--- config.mk ---
export PLATFORM = sky130hd
export DESIGN_NAME = interrupt_factor_flags
export DESIGN_NICKNAME = d
export VERILOG_FILES = /design/src/verilog/irq_flags_pkg.sv /design/src/verilog/event_sync.sv /design/src/verilog/flag_bank.sv /design/src/verilog/interrupt_factor_flags.sv
export SDC_FILE = /design/constraint.sdc
export NUM_CORES = 1
export LEC_CHECK = 0
export ABC_CLOCK_PERIOD_IN_PS = 2900
export BUFFER_PORTS_ARGS = -buffer_cell sky130_fd_sc_hd__buf_4
export CORE_MARGIN = 4
export CORE_UTILIZATION = 55
export CTS_BUF_LIST = sky130_fd_sc_hd__clkbuf_4
export DETAILED_ROUTE_END_ITERATION = 10
export GPL_ROUTABILITY_DRIVEN = 0
export GPL_TIMING_DRIVEN = 0
export PLACE_DENSITY = 0.87
export SLEW_MARGIN = 25
export SYNTH_ARGS = -nofsm -noshare
export SYNTH_HDL_FRONTEND = slang
export SYNTH_SLANG_ARGS = --single-unit
export TNS_END_PERCENT = 5
--- constraint.sdc ---
create_clock -name clk_sys_i -period 2.9 [get_ports clk_sys_i]
set_input_delay 0.145 -clock clk_sys_i [delete_from_list [all_inputs] [get_ports clk_sys_i]]
set_output_delay 0.145 -clock clk_sys_i [all_outputs]
set_load 0.01 [all_outputs]
--- src/verilog/irq_flags_pkg.sv ---
// Package: register map, field layout and bus carriers of the event flag block
package irq_flags_pkg;

   // ----------------------------------------------------------------
   // Widths
   // ----------------------------------------------------------------
   localparam int unsigned ADDR_W = 18;
   localparam int unsigned DATA_W = 32;
   localparam int unsigned STRB_W = 4;
   localparam int unsigned FLAG_W = 4;
   localparam int unsigned IDX_W  = 16;

   // ----------------------------------------------------------------
   // Register indices, byte address is four times the index
   // ----------------------------------------------------------------
   localparam logic [IDX_W-1:0] KEY_FLAGS_IDX  = 16'hFFFC;
   localparam logic [IDX_W-1:0] SW_FLAGS_IDX   = 16'hFFFD;
   localparam logic [IDX_W-1:0] TICK_FLAGS_IDX = 16'hFFFE;
   localparam logic [IDX_W-1:0] KEY_MASK_IDX   = 16'hFFF0;
   localparam logic [IDX_W-1:0] SW_MASK_IDX    = 16'hFFF1;
   localparam logic [IDX_W-1:0] TICK_MASK_IDX  = 16'hFFF2;
   localparam logic [1:0]       WORD_ALIGN     = 2'h0;

   // ----------------------------------------------------------------
   // Reset values and field positions
   // ----------------------------------------------------------------
   localparam logic [FLAG_W-1:0] FLAG_RST = 4'h0;
   localparam logic [FLAG_W-1:0] MASK_RST = 4'h0;
   localparam logic [FLAG_W-1:0] LINE_IDLE = 4'hF;
   localparam int unsigned SW_RUN_BIT     = 3;
   localparam int unsigned SW_LAP_BIT     = 2;
   localparam int unsigned SW_1HZ_BIT     = 1;
   localparam int unsigned SW_10HZ_BIT    = 0;
   localparam int unsigned TICK_16HZ_BIT  = 3;
   localparam int unsigned TICK_32HZ_BIT  = 2;
   localparam int unsigned TICK_64HZ_BIT  = 1;
   localparam int unsigned TICK_128HZ_BIT = 0;
   localparam logic [1:0]  RESP_OKAY      = 2'h0;
   localparam logic [1:0]  RESP_SLVERR    = 2'h2;

   // ----------------------------------------------------------------
   // Carriers
   // ----------------------------------------------------------------
   typedef struct packed {
      logic              awvalid;
      logic [ADDR_W-1:0] awaddr;
      logic              wvalid;
      logic [DATA_W-1:0] wdata;
      logic [STRB_W-1:0] wstrb;
      logic              bready;
      logic              arvalid;
      logic [ADDR_W-1:0] araddr;
      logic              rready;
   } axil_req_s;

   typedef struct packed {
      logic              awready;
      logic              wready;
      logic              bvalid;
      logic [1:0]        bresp;
      logic              arready;
      logic              rvalid;
      logic [DATA_W-1:0] rdata;
      logic [1:0]        rresp;
   } axil_rsp_s;

   // Field order matches D3..D0
   typedef struct packed {
      logic direct_go;
      logic direct_split;
      logic chrono_one_hz;
      logic chrono_ten_hz;
   } chrono_evt_s;

   typedef struct packed {
      logic tick_16hz;
      logic tick_32hz;
      logic tick_64hz;
      logic tick_128hz;
   } tick_evt_s;

   typedef enum logic [2:0] {
      SEL_NONE,
      SEL_KEY,
      SEL_SW,
      SEL_TICK,
      SEL_KEY_MASK,
      SEL_SW_MASK,
      SEL_TICK_MASK
   } reg_sel_e;

endpackage

--- src/verilog/event_sync.sv ---
// Key line synchroniser with press detection
`timescale 1ns/1ps
module event_sync
   import irq_flags_pkg::*;
#(
   parameter int unsigned WIDTH = FLAG_W
)(
   input  wire logic             clk_sys_i,
   input  wire logic             arst_n_i,
   input  wire logic [WIDTH-1:0] line_n_i,
   output logic      [WIDTH-1:0] press_o
);

   typedef struct packed {
      logic [WIDTH-1:0] meta;
      logic [WIDTH-1:0] sync;
      logic [WIDTH-1:0] prev;
      logic [WIDTH-1:0] press;
   } sync_state_s;

   sync_state_s st_ff;
   sync_state_s nxt_st;

   if (WIDTH < 1 || WIDTH > FLAG_W) begin : g_bad_width
      $error("event_sync: WIDTH out of range");
   end

   // Meta stage feeds only the sync stage
   always_comb begin
      nxt_st       = st_ff;
      nxt_st.meta  = line_n_i;
      nxt_st.sync  = st_ff.meta;
      nxt_st.prev  = st_ff.sync;
      nxt_st.press = st_ff.prev & ~st_ff.sync;
   end

   always_ff @(posedge clk_sys_i or negedge arst_n_i) begin
      if (!arst_n_i) begin
         st_ff <= '{meta: '1, sync: '1, prev: '1, press: '0};
      end else begin
         st_ff <= nxt_st;
      end
   end

   assign press_o = st_ff.press;

endmodule

--- src/verilog/flag_bank.sv ---
// Sticky event flags, set by hardware, cleared by writing ones
`timescale 1ns/1ps
module flag_bank
   import irq_flags_pkg::*;
#(
   parameter int unsigned WIDTH = FLAG_W
)(
   input  wire logic             clk_sys_i,
   input  wire logic             arst_n_i,
   input  wire logic [WIDTH-1:0] set_i,
   input  wire logic [WIDTH-1:0] clr_i,
   output logic      [WIDTH-1:0] flags_o
);

   typedef struct packed {
      logic [WIDTH-1:0] flags;
   } bank_state_s;

   bank_state_s st_ff;
   bank_state_s nxt_st;

   if (WIDTH < 1 || WIDTH > FLAG_W) begin : g_bad_width
      $error("flag_bank: WIDTH out of range");
   end

   always_comb begin
      nxt_st       = st_ff;
      nxt_st.flags = (st_ff.flags & ~clr_i) | set_i;
   end

   always_ff @(posedge clk_sys_i or negedge arst_n_i) begin
      if (!arst_n_i) begin
         st_ff.flags <= FLAG_RST[WIDTH-1:0];
      end else begin
         st_ff <= nxt_st;
      end
   end

   assign flags_o = st_ff.flags;

endmodule

--- src/verilog/interrupt_factor_flags.sv ---
// Interrupt event flag registers with AXI4-Lite access and masked interrupt
//
// The AXI4-Lite slave port is this design's own decision.
`timescale 1ns/1ps
module interrupt_factor_flags
   import irq_flags_pkg::*;
(
   input  wire logic              clk_sys_i,
   input  wire logic              arst_n_i,
   input  wire axil_req_s         axil_req_i,
   output axil_rsp_s              axil_rsp_o,
   input  wire logic [FLAG_W-1:0] keyline_n_i,
   input  wire chrono_evt_s       chrono_evt_i,
   input  wire tick_evt_s         tick_evt_i,
   output logic                   irq_o
);

   // ----------------------------------------------------------------
   // State
   // ----------------------------------------------------------------
   typedef struct packed {
      logic              aw_ok;
      logic [ADDR_W-1:0] aw_addr;
      logic              w_ok;
      logic [DATA_W-1:0] w_data;
      logic [STRB_W-1:0] w_strb;
      logic              bvalid;
      logic [1:0]        bresp;
      logic              rvalid;
      logic [DATA_W-1:0] rdata;
      logic [1:0]        rresp;
      logic [FLAG_W-1:0] key_mask;
      logic [FLAG_W-1:0] sw_mask;
      logic [FLAG_W-1:0] tick_mask;
   } slave_state_s;

   localparam slave_state_s ST_RST = '{
      aw_ok: 1'b0, aw_addr: '0, w_ok: 1'b0, w_data: '0, w_strb: '0,
      bvalid: 1'b0, bresp: RESP_OKAY, rvalid: 1'b0, rdata: '0,
      rresp: RESP_OKAY, key_mask: MASK_RST, sw_mask: MASK_RST,
      tick_mask: MASK_RST
   };

   slave_state_s      st_ff;
   slave_state_s      nxt_st;
   logic [FLAG_W-1:0] key_press;
   logic [FLAG_W-1:0] key_flags;
   logic [FLAG_W-1:0] sw_flags;
   logic [FLAG_W-1:0] tick_flags;
   logic [FLAG_W-1:0] sw_set;
   logic [FLAG_W-1:0] tick_set;
   logic [FLAG_W-1:0] key_clr;
   logic [FLAG_W-1:0] sw_clr;
   logic [FLAG_W-1:0] tick_clr;
   logic              awready;
   logic              wready;
   logic              arready;
   logic              aw_have;
   logic              w_have;
   logic              wr_fire;
   logic              rd_take;
   logic [ADDR_W-1:0] wr_addr;
   logic [DATA_W-1:0] wr_data;
   logic [STRB_W-1:0] wr_strb;
   reg_sel_e          wr_sel;
   reg_sel_e          rd_sel;

   // ----------------------------------------------------------------
   // Helpers
   // ----------------------------------------------------------------
   function automatic reg_sel_e decode_sel(input logic [ADDR_W-1:0] addr);
      reg_sel_e sel;
      sel = SEL_NONE;
      if (addr[1:0] == WORD_ALIGN) begin
         unique case (addr[ADDR_W-1:2])
            KEY_FLAGS_IDX:  sel = SEL_KEY;
            SW_FLAGS_IDX:   sel = SEL_SW;
            TICK_FLAGS_IDX: sel = SEL_TICK;
            KEY_MASK_IDX:   sel = SEL_KEY_MASK;
            SW_MASK_IDX:    sel = SEL_SW_MASK;
            TICK_MASK_IDX:  sel = SEL_TICK_MASK;
            default:        sel = SEL_NONE;
         endcase
      end
      return sel;
   endfunction

   function automatic logic [DATA_W-1:0] widen(input logic [FLAG_W-1:0] v);
      return {{(DATA_W-FLAG_W){1'b0}}, v};
   endfunction

   // ----------------------------------------------------------------
   // Event sources
   // ----------------------------------------------------------------
   event_sync #(
      .WIDTH     (FLAG_W)
   ) u_key_sync (
      .clk_sys_i (clk_sys_i),
      .arst_n_i  (arst_n_i),
      .line_n_i  (keyline_n_i),
      .press_o   (key_press)
   );

   always_comb begin
      sw_set                 = '0;
      sw_set[SW_RUN_BIT]     = chrono_evt_i.direct_go;
      sw_set[SW_LAP_BIT]     = chrono_evt_i.direct_split;
      sw_set[SW_1HZ_BIT]     = chrono_evt_i.chrono_one_hz;
      sw_set[SW_10HZ_BIT]    = chrono_evt_i.chrono_ten_hz;
      tick_set               = '0;
      tick_set[TICK_16HZ_BIT]  = tick_evt_i.tick_16hz;
      tick_set[TICK_32HZ_BIT]  = tick_evt_i.tick_32hz;
      tick_set[TICK_64HZ_BIT]  = tick_evt_i.tick_64hz;
      tick_set[TICK_128HZ_BIT] = tick_evt_i.tick_128hz;
   end

   // ----------------------------------------------------------------
   // Flag registers
   // ----------------------------------------------------------------
   flag_bank #(
      .WIDTH     (FLAG_W)
   ) u_key_flags (
      .clk_sys_i (clk_sys_i),
      .arst_n_i  (arst_n_i),
      .set_i     (key_press),
      .clr_i     (key_clr),
      .flags_o   (key_flags)
   );

   flag_bank #(
      .WIDTH     (FLAG_W)
   ) u_sw_flags (
      .clk_sys_i (clk_sys_i),
      .arst_n_i  (arst_n_i),
      .set_i     (sw_set),
      .clr_i     (sw_clr),
      .flags_o   (sw_flags)
   );

   flag_bank #(
      .WIDTH     (FLAG_W)
   ) u_tick_flags (
      .clk_sys_i (clk_sys_i),
      .arst_n_i  (arst_n_i),
      .set_i     (tick_set),
      .clr_i     (tick_clr),
      .flags_o   (tick_flags)
   );

   // ----------------------------------------------------------------
   // Bus slave
   // ----------------------------------------------------------------
   assign awready = !st_ff.aw_ok && !st_ff.bvalid;
   assign wready  = !st_ff.w_ok && !st_ff.bvalid;
   assign arready = !st_ff.rvalid;
   assign aw_have = st_ff.aw_ok || (axil_req_i.awvalid && awready);
   assign w_have  = st_ff.w_ok || (axil_req_i.wvalid && wready);
   assign wr_fire = aw_have && w_have && !st_ff.bvalid;
   assign rd_take = axil_req_i.arvalid && arready;
   assign wr_addr = st_ff.aw_ok ? st_ff.aw_addr : axil_req_i.awaddr;
   assign wr_data = st_ff.w_ok ? st_ff.w_data : axil_req_i.wdata;
   assign wr_strb = st_ff.w_ok ? st_ff.w_strb : axil_req_i.wstrb;
   assign wr_sel  = decode_sel(wr_addr);
   assign rd_sel  = decode_sel(axil_req_i.araddr);

   // Ones clear, zeros are ignored
   always_comb begin
      key_clr  = '0;
      sw_clr   = '0;
      tick_clr = '0;
      if (wr_fire && wr_strb[0]) begin
         unique case (wr_sel)
            SEL_KEY:  key_clr  = wr_data[FLAG_W-1:0];
            SEL_SW:   sw_clr   = wr_data[FLAG_W-1:0];
            SEL_TICK: tick_clr = wr_data[FLAG_W-1:0];
            default:  ;
         endcase
      end
   end

   always_comb begin
      nxt_st = st_ff;
      if (st_ff.bvalid && axil_req_i.bready) begin
         nxt_st.bvalid = 1'b0;
      end
      if (wr_fire) begin
         nxt_st.aw_ok  = 1'b0;
         nxt_st.w_ok   = 1'b0;
         nxt_st.bvalid = 1'b1;
         nxt_st.bresp  = (wr_sel == SEL_NONE) ? RESP_SLVERR : RESP_OKAY;
         if (wr_strb[0]) begin
            unique case (wr_sel)
               SEL_KEY_MASK:  nxt_st.key_mask  = wr_data[FLAG_W-1:0];
               SEL_SW_MASK:   nxt_st.sw_mask   = wr_data[FLAG_W-1:0];
               SEL_TICK_MASK: nxt_st.tick_mask = wr_data[FLAG_W-1:0];
               default:       ;
            endcase
         end
      end else begin
         if (axil_req_i.awvalid && awready) begin
            nxt_st.aw_ok   = 1'b1;
            nxt_st.aw_addr = axil_req_i.awaddr;
         end
         if (axil_req_i.wvalid && wready) begin
            nxt_st.w_ok   = 1'b1;
            nxt_st.w_data = axil_req_i.wdata;
            nxt_st.w_strb = axil_req_i.wstrb;
         end
      end
      if (st_ff.rvalid && axil_req_i.rready) begin
         nxt_st.rvalid = 1'b0;
      end
      if (rd_take) begin
         nxt_st.rvalid = 1'b1;
         nxt_st.rresp  = RESP_OKAY;
         unique case (rd_sel)
            SEL_KEY:       nxt_st.rdata = widen(key_flags);
            SEL_SW:        nxt_st.rdata = widen(sw_flags);
            SEL_TICK:      nxt_st.rdata = widen(tick_flags);
            SEL_KEY_MASK:  nxt_st.rdata = widen(st_ff.key_mask);
            SEL_SW_MASK:   nxt_st.rdata = widen(st_ff.sw_mask);
            SEL_TICK_MASK: nxt_st.rdata = widen(st_ff.tick_mask);
            SEL_NONE: begin
               nxt_st.rdata = '0;
               nxt_st.rresp = RESP_SLVERR;
            end
         endcase
      end
   end

   always_ff @(posedge clk_sys_i or negedge arst_n_i) begin
      if (!arst_n_i) begin
         st_ff <= ST_RST;
      end else begin
         st_ff <= nxt_st;
      end
   end

   always_comb begin
      axil_rsp_o         = '0;
      axil_rsp_o.awready = awready;
      axil_rsp_o.wready  = wready;
      axil_rsp_o.bvalid  = st_ff.bvalid;
      axil_rsp_o.bresp   = st_ff.bresp;
      axil_rsp_o.arready = arready;
      axil_rsp_o.rvalid  = st_ff.rvalid;
      axil_rsp_o.rdata   = st_ff.rdata;
      axil_rsp_o.rresp   = st_ff.rresp;
   end

   // ----------------------------------------------------------------
   // Interrupt
   // ----------------------------------------------------------------
   assign irq_o = |((key_flags & st_ff.key_mask) | (sw_flags & st_ff.sw_mask)
                    | (tick_flags & st_ff.tick_mask));
endmodule

==> flow_metrics.env, run 1 <==
export IMPL_status="complete, no violations"
export IMPL_die_area_sq_um=8110
export IMPL_die_w_um=90.1
export IMPL_core_area_sq_um=6460
export IMPL_slew_violations=0
export IMPL_grt_pass1_wl_mm=14.1
export IMPL_viasPerCell=5.27
export IMPL_clkTransAtPathRegs_ns=0.13
export IMPL_num_vias=2849
export IMPL_worstPathRequired_ns=3.20
export IMPL_timing_final_crit_period_ns=2.22
export IMPL_ys_seq_area_share_pct=49.7
export IMPL_rrSetupSlack_ns=0.68
export IMPL_fmax_mhz=450
export IMPL_ant_nets=0
export IMPL_power_frac_seq_pct=45.5
export IMPL_worst_r2r_endpoint="st_ff[11]"
export IMPL_area_growth_synth_to_final_pct=33.8
export IMPL_yosysTopAreaCellShare_pct=41.2
export IMPL_grt_antenna_before_repair=0
export IMPL_cp_max_fo=8
export IMPL_cap_viol_max_count=0
export IMPL_overflow=0
export IMPL_clockPowerShare_pct=22.7
export IMPL_syn_area_sq_um=3700
export IMPL_post_drt_wl_per_cell_um=15.4
export IMPL_grt_total_usage_pct=21.5
export IMPL_hp_class="in2reg"
export IMPL_synth_cells=312
export IMPL_grt_setup_unrepaired="false"
export IMPL_drt_initial_drc_count=113
export IMPL_first_global_vias=2951
export IMPL_reg2regPathDepth=5
export IMPL_swShare_pct=32.2
export IMPL_ioPinCount=133
export IMPL_min_period_over_period_pct=76.6
export IMPL_ir_drop_mv=0.437
export IMPL_final_area_sq_um=4950
export IMPL_grt_max_degree=74
export IMPL_finalWirelength_mm=8.35
export IMPL_dp_hpwl_mm=5.80
export IMPL_power_density_nw_per_um2=595
export IMPL_critPathLaunch="axil_rsp_o[38]"
export IMPL_cts_resized=0
export IMPL_ys_types=53
export IMPL_ys_async_sr_fraction_pct=100
export IMPL_firstDrtPassIters=4
export IMPL_synth_largest_area_cell="dfrtp_1"
export IMPL_numPortBuffers=70
export IMPL_drcViolationCount=0
export IMPL_htreeDepth=3
export IMPL_synth_top_flop_cell="dfrtp_1"
export IMPL_power_w=0.00295
export IMPL_p_comb_share_pct=31.8
export IMPL_diodes=0
export IMPL_nets=550
export IMPL_endpoint="st_ff[11]"
export IMPL_p_switching_w=0.000949
export IMPL_hold_violations=0
export IMPL_synth_edf_count=0
export IMPL_numCtsBuffers=9
export IMPL_worstSkewPairLatency_ns=0.43
export IMPL_cts_root_buf="clkbuf_4"
export IMPL_synth_warning_count=0
export IMPL_max_slew_worst_pin_slew_ns=0.873
export IMPL_cts_sinks=73
export IMPL_start_util_pct=57.3
export IMPL_tns_ns=0
export IMPL_p_leak_nw=2.27
export IMPL_crit_arrival_ns=2.52
export IMPL_setup_viol=0
export IMPL_synthTopCellsByArea="dfrtp_1 41%, mux2_2 12%, dfstp_2 8.5%, buf_4 8.5%, a21o_1 2.4%"
export IMPL_cts_path_max_buffers=2
export IMPL_relSlewSlack_pct=41.8
export IMPL_placementRows=29
export IMPL_postSynthAreaPerCell_sq_um=11.9
export IMPL_ys_ff_latch=73
export IMPL_drive_above_1_share_pct=42.9
export IMPL_end_kind="flop"
export IMPL_post_dp_cell_area_sq_um=4430
export IMPL_tritoncts="done"
export IMPL_criticalPathCategory="reg2reg"
export IMPL_cp_start_kind="flop"
export IMPL_fin_worst_skew_ns=0.0201
export IMPL_die_h_um=90.1
export IMPL_p_int_w=0.00200
export IMPL_rr_startpoint="axil_rsp_o[38]"
worst max-delay path, cell delays in order, from the launching register on:
cell      delay [ns]
dfrtp_1         0.48
o21bai_1        0.27
nor3_2          0.33
o21ai_1         0.24
nor3b_2         0.40
mux2_2          0.38
layout make-up:
class	instances	area [sq um]
tap	77	96.3
inverter	5	18.8
fill	448	1500
clock buffer	9	67.6
clock inverter	7	82.6
timing repair buffer	107	896
multi-input combinational	214	1600
buffer	49	353
sequential	73	1840
stage by stage:
stage          hold WS [ns]  utilization (%)  instances  setup slack, ns
4_1_cts             0.00589             76.6        540            0.671
2_1_floorplan        -0.151                -        341            0.943
5_1_grt              0.0260             76.7        541            0.540
3_5_place_dp          0.255             68.7        488            0.727
6_report             0.0145             76.7        541            0.680
3_3_place_gp          0.253             68.7        488            0.796
cell usage after synthesis (all sizes together), types with 2 or more instances:
| cell | count |
|---|---|
| mux2 | 46 |
| buf | 46 |
| a22o | 3 |
| a222oi | 3 |
| o32ai | 2 |
| nand4b | 4 |
| dfrtp | 61 |
| o21a | 3 |
| nor2 | 8 |
| xor2 | 3 |
| and2 | 5 |
| nor3 | 8 |
| nand4 | 9 |
| nand2b | 2 |
| o22ai | 2 |
| a31oi | 3 |
| mux2i | 3 |
| nor4 | 3 |
| dfstp | 12 |
| inv | 5 |
| nor3b | 3 |
| nand3 | 12 |
| or4 | 2 |
| clkbuf | 3 |
| nor2b | 9 |
| a221oi | 4 |
| nand3b | 4 |
| o21ai | 8 |
| a21oi | 2 |
| a21o | 12 |
| a211oi | 2 |
| nand2 | 11 |
power by group through the flow:
stage / logic (W) / clock network, W / registers (W)
6_report: 0.000938 / 0.000668 / 0.00134
5_1_grt: 0.00102 / 0.000736 / 0.00137
4_1_cts: 0.000931 / 0.000684 / 0.00134
3_5_place_dp: 0.000882 / 0 / 0.00136
3_3_place_gp: 0.000854 / 0 / 0.00134
2_1_floorplan: 0.000646 / 0 / 0.00132
per-layer routing:
layer / global-route usage (%) / share of wire [%] / vias to the layer above / routed length [um]
met5: 0 / 0 / - / 0
met3: 7.85 / 6.9 / 22 / 573
met2: 39.1 / 53 / 104 / 4400
met1: 22.8 / 38 / 1357 / 3150
met4: 7.65 / 2.7 / 0 / 223
li1: - / - / 1366 / -
registers in the layout, summed over array words and instances, names as in the netlist:
signal,count
st_ff,37
u_key_sync.st_ff,4
u_sw_flags.flags_o,4
u_key_flags.flags_o,4
axil_rsp_o,8
u_tick_flags.flags_o,4
u_key_sync.press_o,4
u_key_sync.nxt_st,8
cell families after synthesis:
kind of cell	Yosys count	share of synthesized area [%]
xor gates and xnor gates	3	0.710
other	1	0.101
AOI/OAI and AO/OA	51	10.7
muxes	49	15.4
buffers and inverters	54	10.0
DFF	73	49.7
and+or+nand+nor	81	13.3
how the worst min path moves through the flow:
stage	slack, ns	endpoint	depth (start not counted)	start
CTS	0.006	axil_rsp_o[34]	3	axil_req_i[19]
floorplan	-0.15	axil_rsp_o[1]	0	arst_n_i
detailed placement	0.25	u_key_sync.nxt_st[11]	1	keyline_n_i[3]
finish	0.01	axil_rsp_o[34]	3	axil_req_i[19]
global route	0.03	axil_rsp_o[34]	3	axil_req_i[19]
global placement	0.25	u_key_sync.nxt_st[10]	1	keyline_n_i[2]
cells in the final DEF, fill, tap and decap left out, types with 5 or more instances in the layout:
cell,n
mux2_4,5
dlygate4sd3_1,37
nor2b_1,9
nand2_1,11
dfstp_2,12
and2_1,5
dfrtp_1,61
o21ai_0,6
mux2_2,40
conb_1,30
a21o_1,12
buf_4,112
nor2_1,8
nor3_1,6
inv_1,5
nand4_1,9
nand3_1,12
clkbuf_4,9
repair_timing:
item | 4_1_cts | 5_1_grt
buffers inserted | 0 | 0
hold endpoints to repair | 96 | 1
hold buffers | 36 | 1
(Power assumes the default switching activity.)
==> inputs of run 2 (changes only) <==
--- a/config.mk
+++ b/config.mk
@@ -5,15 +5,16 @@
 export SDC_FILE = /design/constraint.sdc
 export NUM_CORES = 1
 export LEC_CHECK = 0
-export ABC_CLOCK_PERIOD_IN_PS = 2900
+export ABC_AREA = 1
+export ABC_CLOCK_PERIOD_IN_PS = 2100
 export BUFFER_PORTS_ARGS = -buffer_cell sky130_fd_sc_hd__buf_4
 export CORE_MARGIN = 4
-export CORE_UTILIZATION = 55
+export CORE_UTILIZATION = 53
 export CTS_BUF_LIST = sky130_fd_sc_hd__clkbuf_4
 export DETAILED_ROUTE_END_ITERATION = 10
 export GPL_ROUTABILITY_DRIVEN = 0
 export GPL_TIMING_DRIVEN = 0
-export PLACE_DENSITY = 0.87
+export PLACE_DENSITY = 0.83
 export SLEW_MARGIN = 25
 export SYNTH_ARGS = -nofsm -noshare
 export SYNTH_HDL_FRONTEND = slang
==> constraint.sdc (replaced) <==
create_clock -name clk_sys_i -period 2.1 [get_ports clk_sys_i]
set_input_delay 0.105 -clock clk_sys_i [delete_from_list [all_inputs] [get_ports clk_sys_i]]
set_output_delay 0.105 -clock clk_sys_i [all_outputs]
set_load 0.01 [all_outputs]
==> run 2 against run 1 <==
Effect of this change: via count up 37%; hold slack better by 0.055 ns; the flow now finishes with violations (setup timing); clock-buffer cell count unchanged; design area rose by 14%; first-iteration DRC count rose by 150%; total power grew 52%.
==> flow_metrics.env, run 2 <==
export IMPL_status="finished with violations"
export IMPL_violations="setup timing"
export IMPL_die_w_um=96.7
export IMPL_die_area_sq_um=9360
export IMPL_hold_violations=0
export IMPL_worst_r2r_endpoint="st_ff[0]"
export IMPL_end_kind="flop"
export IMPL_cp_start_kind="flop"
export IMPL_drive_above_1_share_pct=29.4
export IMPL_finalWirelength_mm=10.1
export IMPL_most_common_layout_cells="134 x nand2_1, 117 x buf_4, 72 x inv_1"
export IMPL_critPathLaunch="st_ff[105]"
export IMPL_yosysTopAreaCellShare_pct=36.6
export IMPL_multiInputGateArea_sq_um=1930
export IMPL_syn_area_sq_um=4170
export IMPL_reg2regPathDepth=11
export IMPL_htreeDepth=3
export IMPL_viasPerCell=4.91
export IMPL_rrSetupSlack_ns=-0.02
export IMPL_power_w=0.00449
export IMPL_post_drt_wl_per_cell_um=12.8
export IMPL_grt_setup_unrepaired="true"
export IMPL_synth_cells=532
export IMPL_ioPinCount=133
export IMPL_rr_startpoint="st_ff[105]"
export IMPL_cts_root_buf="clkbuf_4"
export IMPL_cts_sinks=73
export IMPL_ys_types=41
export IMPL_num_vias=3902
export IMPL_placementRows=32
export IMPL_synth_largest_area_cell="dfrtp_1"
export IMPL_synthTopCellsByArea="dfrtp_1 37%, nand2_1 12%, dfstp_2 7.6%, buf_4 7.4%, inv_1 6.5%"
export IMPL_cp_max_fo=10
export IMPL_yosys_top_cells_count="138 x nand2_1, 72 x inv_1, 61 x dfrtp_1"
export IMPL_final_area_sq_um=5650
export IMPL_largest_reg_flops=37
export IMPL_synth_warning_count=0
export IMPL_ys_async_sr_fraction_pct=100
export IMPL_worstPathRequired_ns=2.39
export IMPL_postSynthAreaPerCell_sq_um=7.84
export IMPL_hp_class="in2reg"
export IMPL_ir_drop_mv=0.685
export IMPL_ys_ff_latch=73
export IMPL_placement_setup_worst_slack_ns=0.00385
export IMPL_tritoncts="done"
export IMPL_grt_max_degree=74
export IMPL_fin_worst_skew_ns=0.0147
export IMPL_grt_antenna_before_repair=0
export IMPL_synth_most_common_cell="nand2_1"
export IMPL_n_fill_cell=541
export IMPL_clkTransAtPathRegs_ns=0.13
export IMPL_numCtsBuffers=9
export IMPL_setup_viol=2
export IMPL_drt_initial_drc_count=277
export IMPL_slew_violations=0
export IMPL_ant_nets=0
export IMPL_core_area_sq_um=7690
export IMPL_max_slew_worst_pin_slew_ns=0.895
export IMPL_numPortBuffers=71
export IMPL_firstDrtPassIters=5
export IMPL_synth_edf_count=0
export IMPL_cap_viol_max_count=0
export IMPL_top_register="st_ff"
export IMPL_grt_pass1_wl_mm=16.6
export IMPL_worstSkewPairLatency_ns=0.43
export IMPL_relSlewSlack_pct=40.3
export IMPL_drcViolationCount=0
export IMPL_die_h_um=96.7
export IMPL_min_period_over_period_pct=101
export IMPL_p_leak_nw=2.99
export IMPL_grt_total_usage_pct=21.5
export IMPL_endpoint="st_ff[0]"
export IMPL_final_common_cell="nand2_1"
export IMPL_finalWorstSetupSlack_ns=-0.0173
export IMPL_seq_area_sq_um=1840
export IMPL_start_util_pct=54.3
export IMPL_overflow=0
export IMPL_criticalPathCategory="reg2reg"
export IMPL_crit_arrival_ns=2.41
export IMPL_fmax_mhz=472
export IMPL_synth_top_flop_cell="dfrtp_1"
export IMPL_first_global_vias=3737
export IMPL_cts_path_max_buffers=2
export IMPL_dp_hpwl_mm=6.92
export IMPL_timing_final_crit_period_ns=2.12
export IMPL_ys_seq_area_share_pct=44.1
export IMPL_area_growth_synth_to_final_pct=35.4
export IMPL_nets=779
export IMPL_diodes=0
export IMPL_power_density_nw_per_um2=794
export IMPL_post_dp_cell_area_sq_um=4940
## run 2: cell count changes in the layout (fill, tap and decap cells not counted), sizes merged, moves of 5 or more
cell and delta:
a21o -12, a21oi +9, and2 -5, inv +69
mux2 -38, nand2 +138, nand3 +23, nor2 +56
nor2b -9, o21ai +29
## run 2: cell families (layout without fill, tap and decap cells)
family | after synthesis | in the layout | synth area share, %
other cells | 1 | 30 | 0.0899
buf+inv | 122 | 253 | 14.8
mux | 8 | 8 | 2.16
simple gates | 270 | 271 | 29.9
compound gates | 58 | 58 | 8.88
flops | 73 | 73 | 44.1
## run 2: how the worst min path moves through the flow
| stage | startpoint | endpoint | slack [ns] | depth (start not counted) |
|---|---|---|---|---|
| 2_1_floorplan | arst_n_i | axil_rsp_o[1] | -0.19 | 0 |
| 3_3_place_gp | keyline_n_i[3] | u_key_sync.nxt_st[11] | 0.21 | 1 |
| 3_5_place_dp | keyline_n_i[3] | u_key_sync.nxt_st[11] | 0.21 | 1 |
| 4_1_cts | axil_req_i[19] | axil_rsp_o[34] | 0.04 | 3 |
| 5_1_grt | axil_req_i[19] | axil_rsp_o[34] | 0.09 | 3 |
| 6_report | axil_req_i[19] | axil_rsp_o[34] | 0.07 | 3 |
## run 2: what timing repair did
action,CTS,global route
endpoints found under the hold margin,99,0
pin swaps,0,13
setup endpoints to repair,16,26
gates cloned,0,1
setup buffers,0,5
hold buffers,39,0
gates resized for setup,2,25
## run 2: cell type report
class                      instances  share of cell area [%]
buffer                            46                    6.02
clock buffer                       9                    1.20
clock inverter                     7                    1.77
inverter                          76                    5.05
multi-input combinational        367                    34.1
sequential                        73                    32.6
tap                              102                    2.26
timing repair buffer             115                    17.0
## run 2: worst max-delay path, cell delays in order, from the launching register on
cell and delay, ns:
dfrtp_2 0.48, buf_8 0.17, nor2_1 0.18, nand3_1 0.16
nand2_4 0.17, nand2_4 0.09, inv_2 0.10, nand3_1 0.11
nor2_4 0.20, nand3_4 0.14, nand2_1 0.11, o21ai_1 0.06
## run 2: per-stage QoR
step,hold WS (ns),util (%),TNS (ns),std cells
CTS,0.0447,71.6,0,789
finish,0.0692,73.5,-0.0202,795
detailed placement,0.214,64.3,0,734
global placement,0.213,64.3,0,734
floorplan,-0.191,-,0,561
global route,0.0895,73.5,-2.13,795
## run 2: power by group
group          switching [W]  internal [W]
Combinational       0.000924      0.000683
Sequential          0.000159       0.00169
Clock               0.000539      0.000495
Total                0.00162       0.00286
## run 2: per-layer routing
metal  GRT usage, %  vias to the layer above  wire length (um)  share of wire, %
li1               -                     1921                 -                 -
met1           26.2                     1780              4110                40
met2           35.2                      164              4940                49
met3           5.19                       37               752               7.4
met4           11.1                        0               342               3.4
met5              0                        -                 0                 0
==> inputs of run 3 (changes only) <==
==> constraint.sdc (replaced) <==
create_clock -name clk_sys_i -period 2.1 [get_ports clk_sys_i]
set_input_delay 0.21 -clock clk_sys_i [delete_from_list [all_inputs] [get_ports clk_sys_i]]
set_output_delay 0.21 -clock clk_sys_i [all_outputs]
set_load 0.01 [all_outputs]
==> run 3 against run 2 <==
Effect of this change: the run still ends with setup timing left; fmax down 1.8%; die area unchanged; non-clock buffer count down 8; via count up 3.6%; register-to-register slack worse by 0.04 ns; design area up 1.4%; global-route usage down 1.3 points; critical path type unchanged; critical endpoint is now st_ff[5]; largest cell class unchanged; highest routed layer unchanged.
==> flow_metrics.env, run 3 (synthesized netlist as in run 2, its figures left out) <==
export IMPL_status="finished with violations"
export IMPL_violations="setup timing"
export IMPL_ant_nets=0
export IMPL_ir_drop_mv=0.666
export IMPL_dp_hpwl_mm=6.92
export IMPL_final_common_cell="nand2_1"
export IMPL_placementRows=32
export IMPL_p_int_w=0.00299
export IMPL_multiInputGateArea_sq_um=2080
export IMPL_die_area_sq_um=9360
export IMPL_start_util_pct=54.3
export IMPL_post_drt_wl_per_cell_um=13.9
export IMPL_power_frac_seq_pct=39.1
export IMPL_grt_pass1_wl_mm=15.8
export IMPL_hp_class="in2reg"
export IMPL_hold_violations=0
export IMPL_numPortBuffers=71
export IMPL_crit_arrival_ns=2.54
export IMPL_die_w_um=96.7
export IMPL_p_switching_w=0.00178
export IMPL_nets=771
export IMPL_tns_ns=-0.233
export IMPL_crit_path_top_delay_cell="dfrtp_2"
export IMPL_grt_antenna_before_repair=0
export IMPL_grt_total_usage_pct=20.2
export IMPL_grt_setup_unrepaired="true"
export IMPL_diodes=0
export IMPL_cp_start_kind="flop"
export IMPL_n_fill_cell=519
export IMPL_core_area_sq_um=7690
export IMPL_end_kind="flop"
export IMPL_most_common_layout_cells="131 x nand2_1, 127 x buf_4, 70 x inv_1"
export IMPL_finalWorstSetupSlack_ns=-0.0568
export IMPL_ioPinCount=133
export IMPL_viasPerCell=5.14
export IMPL_drt_initial_drc_count=402
export IMPL_top_register="st_ff"
export IMPL_num_vias=4044
export IMPL_slew_violations=0
export IMPL_worstSkewPairLatency_ns=0.44
export IMPL_cap_viol_max_count=0
export IMPL_relSlewSlack_pct=40.6
export IMPL_clkTransAtPathRegs_ns=0.13
export IMPL_power_density_nw_per_um2=833
export IMPL_fmax_mhz=464
export IMPL_swShare_pct=37.3
export IMPL_cpMostUsedCell="nand2_4"
export IMPL_drcViolationCount=0
export IMPL_cts_root_buf="clkbuf_4"
export IMPL_area_growth_synth_to_final_pct=37.3
export IMPL_setup_viol=8
export IMPL_p_comb_share_pct=38.7
export IMPL_seq_area_sq_um=1840
export IMPL_overflow=0
export IMPL_cp_num_buf_inv=2
export IMPL_drive_above_1_share_pct=34.7
export IMPL_fin_worst_skew_ns=0.0171
export IMPL_post_dp_cell_area_sq_um=4940
export IMPL_max_slew_worst_pin_slew_ns=0.891
export IMPL_cp_max_fo=7
export IMPL_min_period_over_period_pct=103
export IMPL_critical_path_top_delay_family="simple AND/OR/NAND/NOR gates"
export IMPL_tritoncts="done"
export IMPL_numCtsBuffers=9
export IMPL_timing_final_crit_period_ns=2.16
export IMPL_firstDrtPassIters=6
export IMPL_die_h_um=96.7
export IMPL_worstPathRequired_ns=2.49
export IMPL_final_core_util_pct=74.5
export IMPL_htreeDepth=3
export IMPL_clockPowerShare_pct=22.2
export IMPL_largest_reg_flops=37
export IMPL_grt_max_degree=74
export IMPL_worstPathCellList="buf_8, o21ai_4, nand2_4, nor2_4, nand3_4, nand3_4, nand2_4, nor2_4, nand2_4, nand2_1, nand2_1, inv_1"
export IMPL_cts_sinks=73
export IMPL_max_stage_delay_ns=0.53
export IMPL_final_area_sq_um=5730
export IMPL_cts_path_max_buffers=2
export IMPL_p_leak_nw=3.01
export IMPL_first_global_vias=3585
export IMPL_criticalPathCategory="reg2reg"
export IMPL_finalWirelength_mm=10.9
[run 3: cell count changes in the layout (fill, tap and decap cells not counted), sizes merged]
| cell | delta |
|---|---|
| clkbuf | +1 |
| dlygate4sd3 | -20 |
| buf | +11 |
[run 3: area by class of cell]
type | count | area share [%]
Sequential cell | 73 | 32.2
Tap cell | 102 | 2.23
Multi-Input combinational cell | 367 | 36.3
Clock buffer | 9 | 1.18
Timing Repair Buffer | 107 | 15.4
Inverter | 76 | 5.07
Clock inverter | 7 | 1.75
Buffer | 46 | 5.94
[run 3: final timing paths]
| path | startpoint | to | slack [ns] | cells after the start |
|---|---|---|---|---|
| setup / recovery | st_ff[105] | st_ff[5] | -0.06 | 12 |
| hold / removal | axil_req_i[64] | st_ff[93] | 0.02 | 2 |
| setup reg to reg | st_ff[105] | st_ff[5] | -0.06 | 12 |
| hold reg to reg | u_key_sync.nxt_st[8] | u_key_sync.nxt_st[4] | 0.36 | 0 |
| max in group asynchronous | arst_n_i | st_ff[105] | 1.07 | 2 |
| min in group asynchronous | arst_n_i | st_ff[98] | 0.43 | 2 |
[run 3: layer usage]
layer | share of wire (%) | global-route usage, %
met5 | 0 | 0
met4 | 3.1 | 8.86
met3 | 9.3 | 4.97
met2 | 48 | 32.4
met1 | 39 | 26.0
[run 3: timing repair]
item	in CTS	in global routing
pin swaps	0	33
resized for setup	2	60
endpoints found under the setup margin	16	26
hold endpoints to repair	78	1
buffers inserted	0	16
hold buffers	18	1
cloned	0	2
[run 3: through the flow]
stage | worst slack, ns | cells | power (W) | hold slack [ns]
5_1_grt | -0.172 | 787 | 0.00503 | 0.0296
3_3_place_gp | 0.0619 | 734 | 0.00315 | 0.318
4_1_cts | 0.00567 | 768 | 0.00429 | 0.000470
2_1_floorplan | 0.244 | 561 | 0.00281 | -0.0856
6_report | -0.0568 | 787 | 0.00477 | 0.0229
3_5_place_dp | 0.00385 | 734 | 0.00322 | 0.319
[run 3: power groups by stage]
stage	Combinational (W)	Clock, W	Sequential [W]
after floorplan	0.000986	0	0.00182
after global placement	0.00130	0	0.00185
after detailed placement	0.00136	0	0.00186
after CTS	0.00139	0.00106	0.00184
after global routing	0.00201	0.00113	0.00189
final	0.00185	0.00106	0.00186
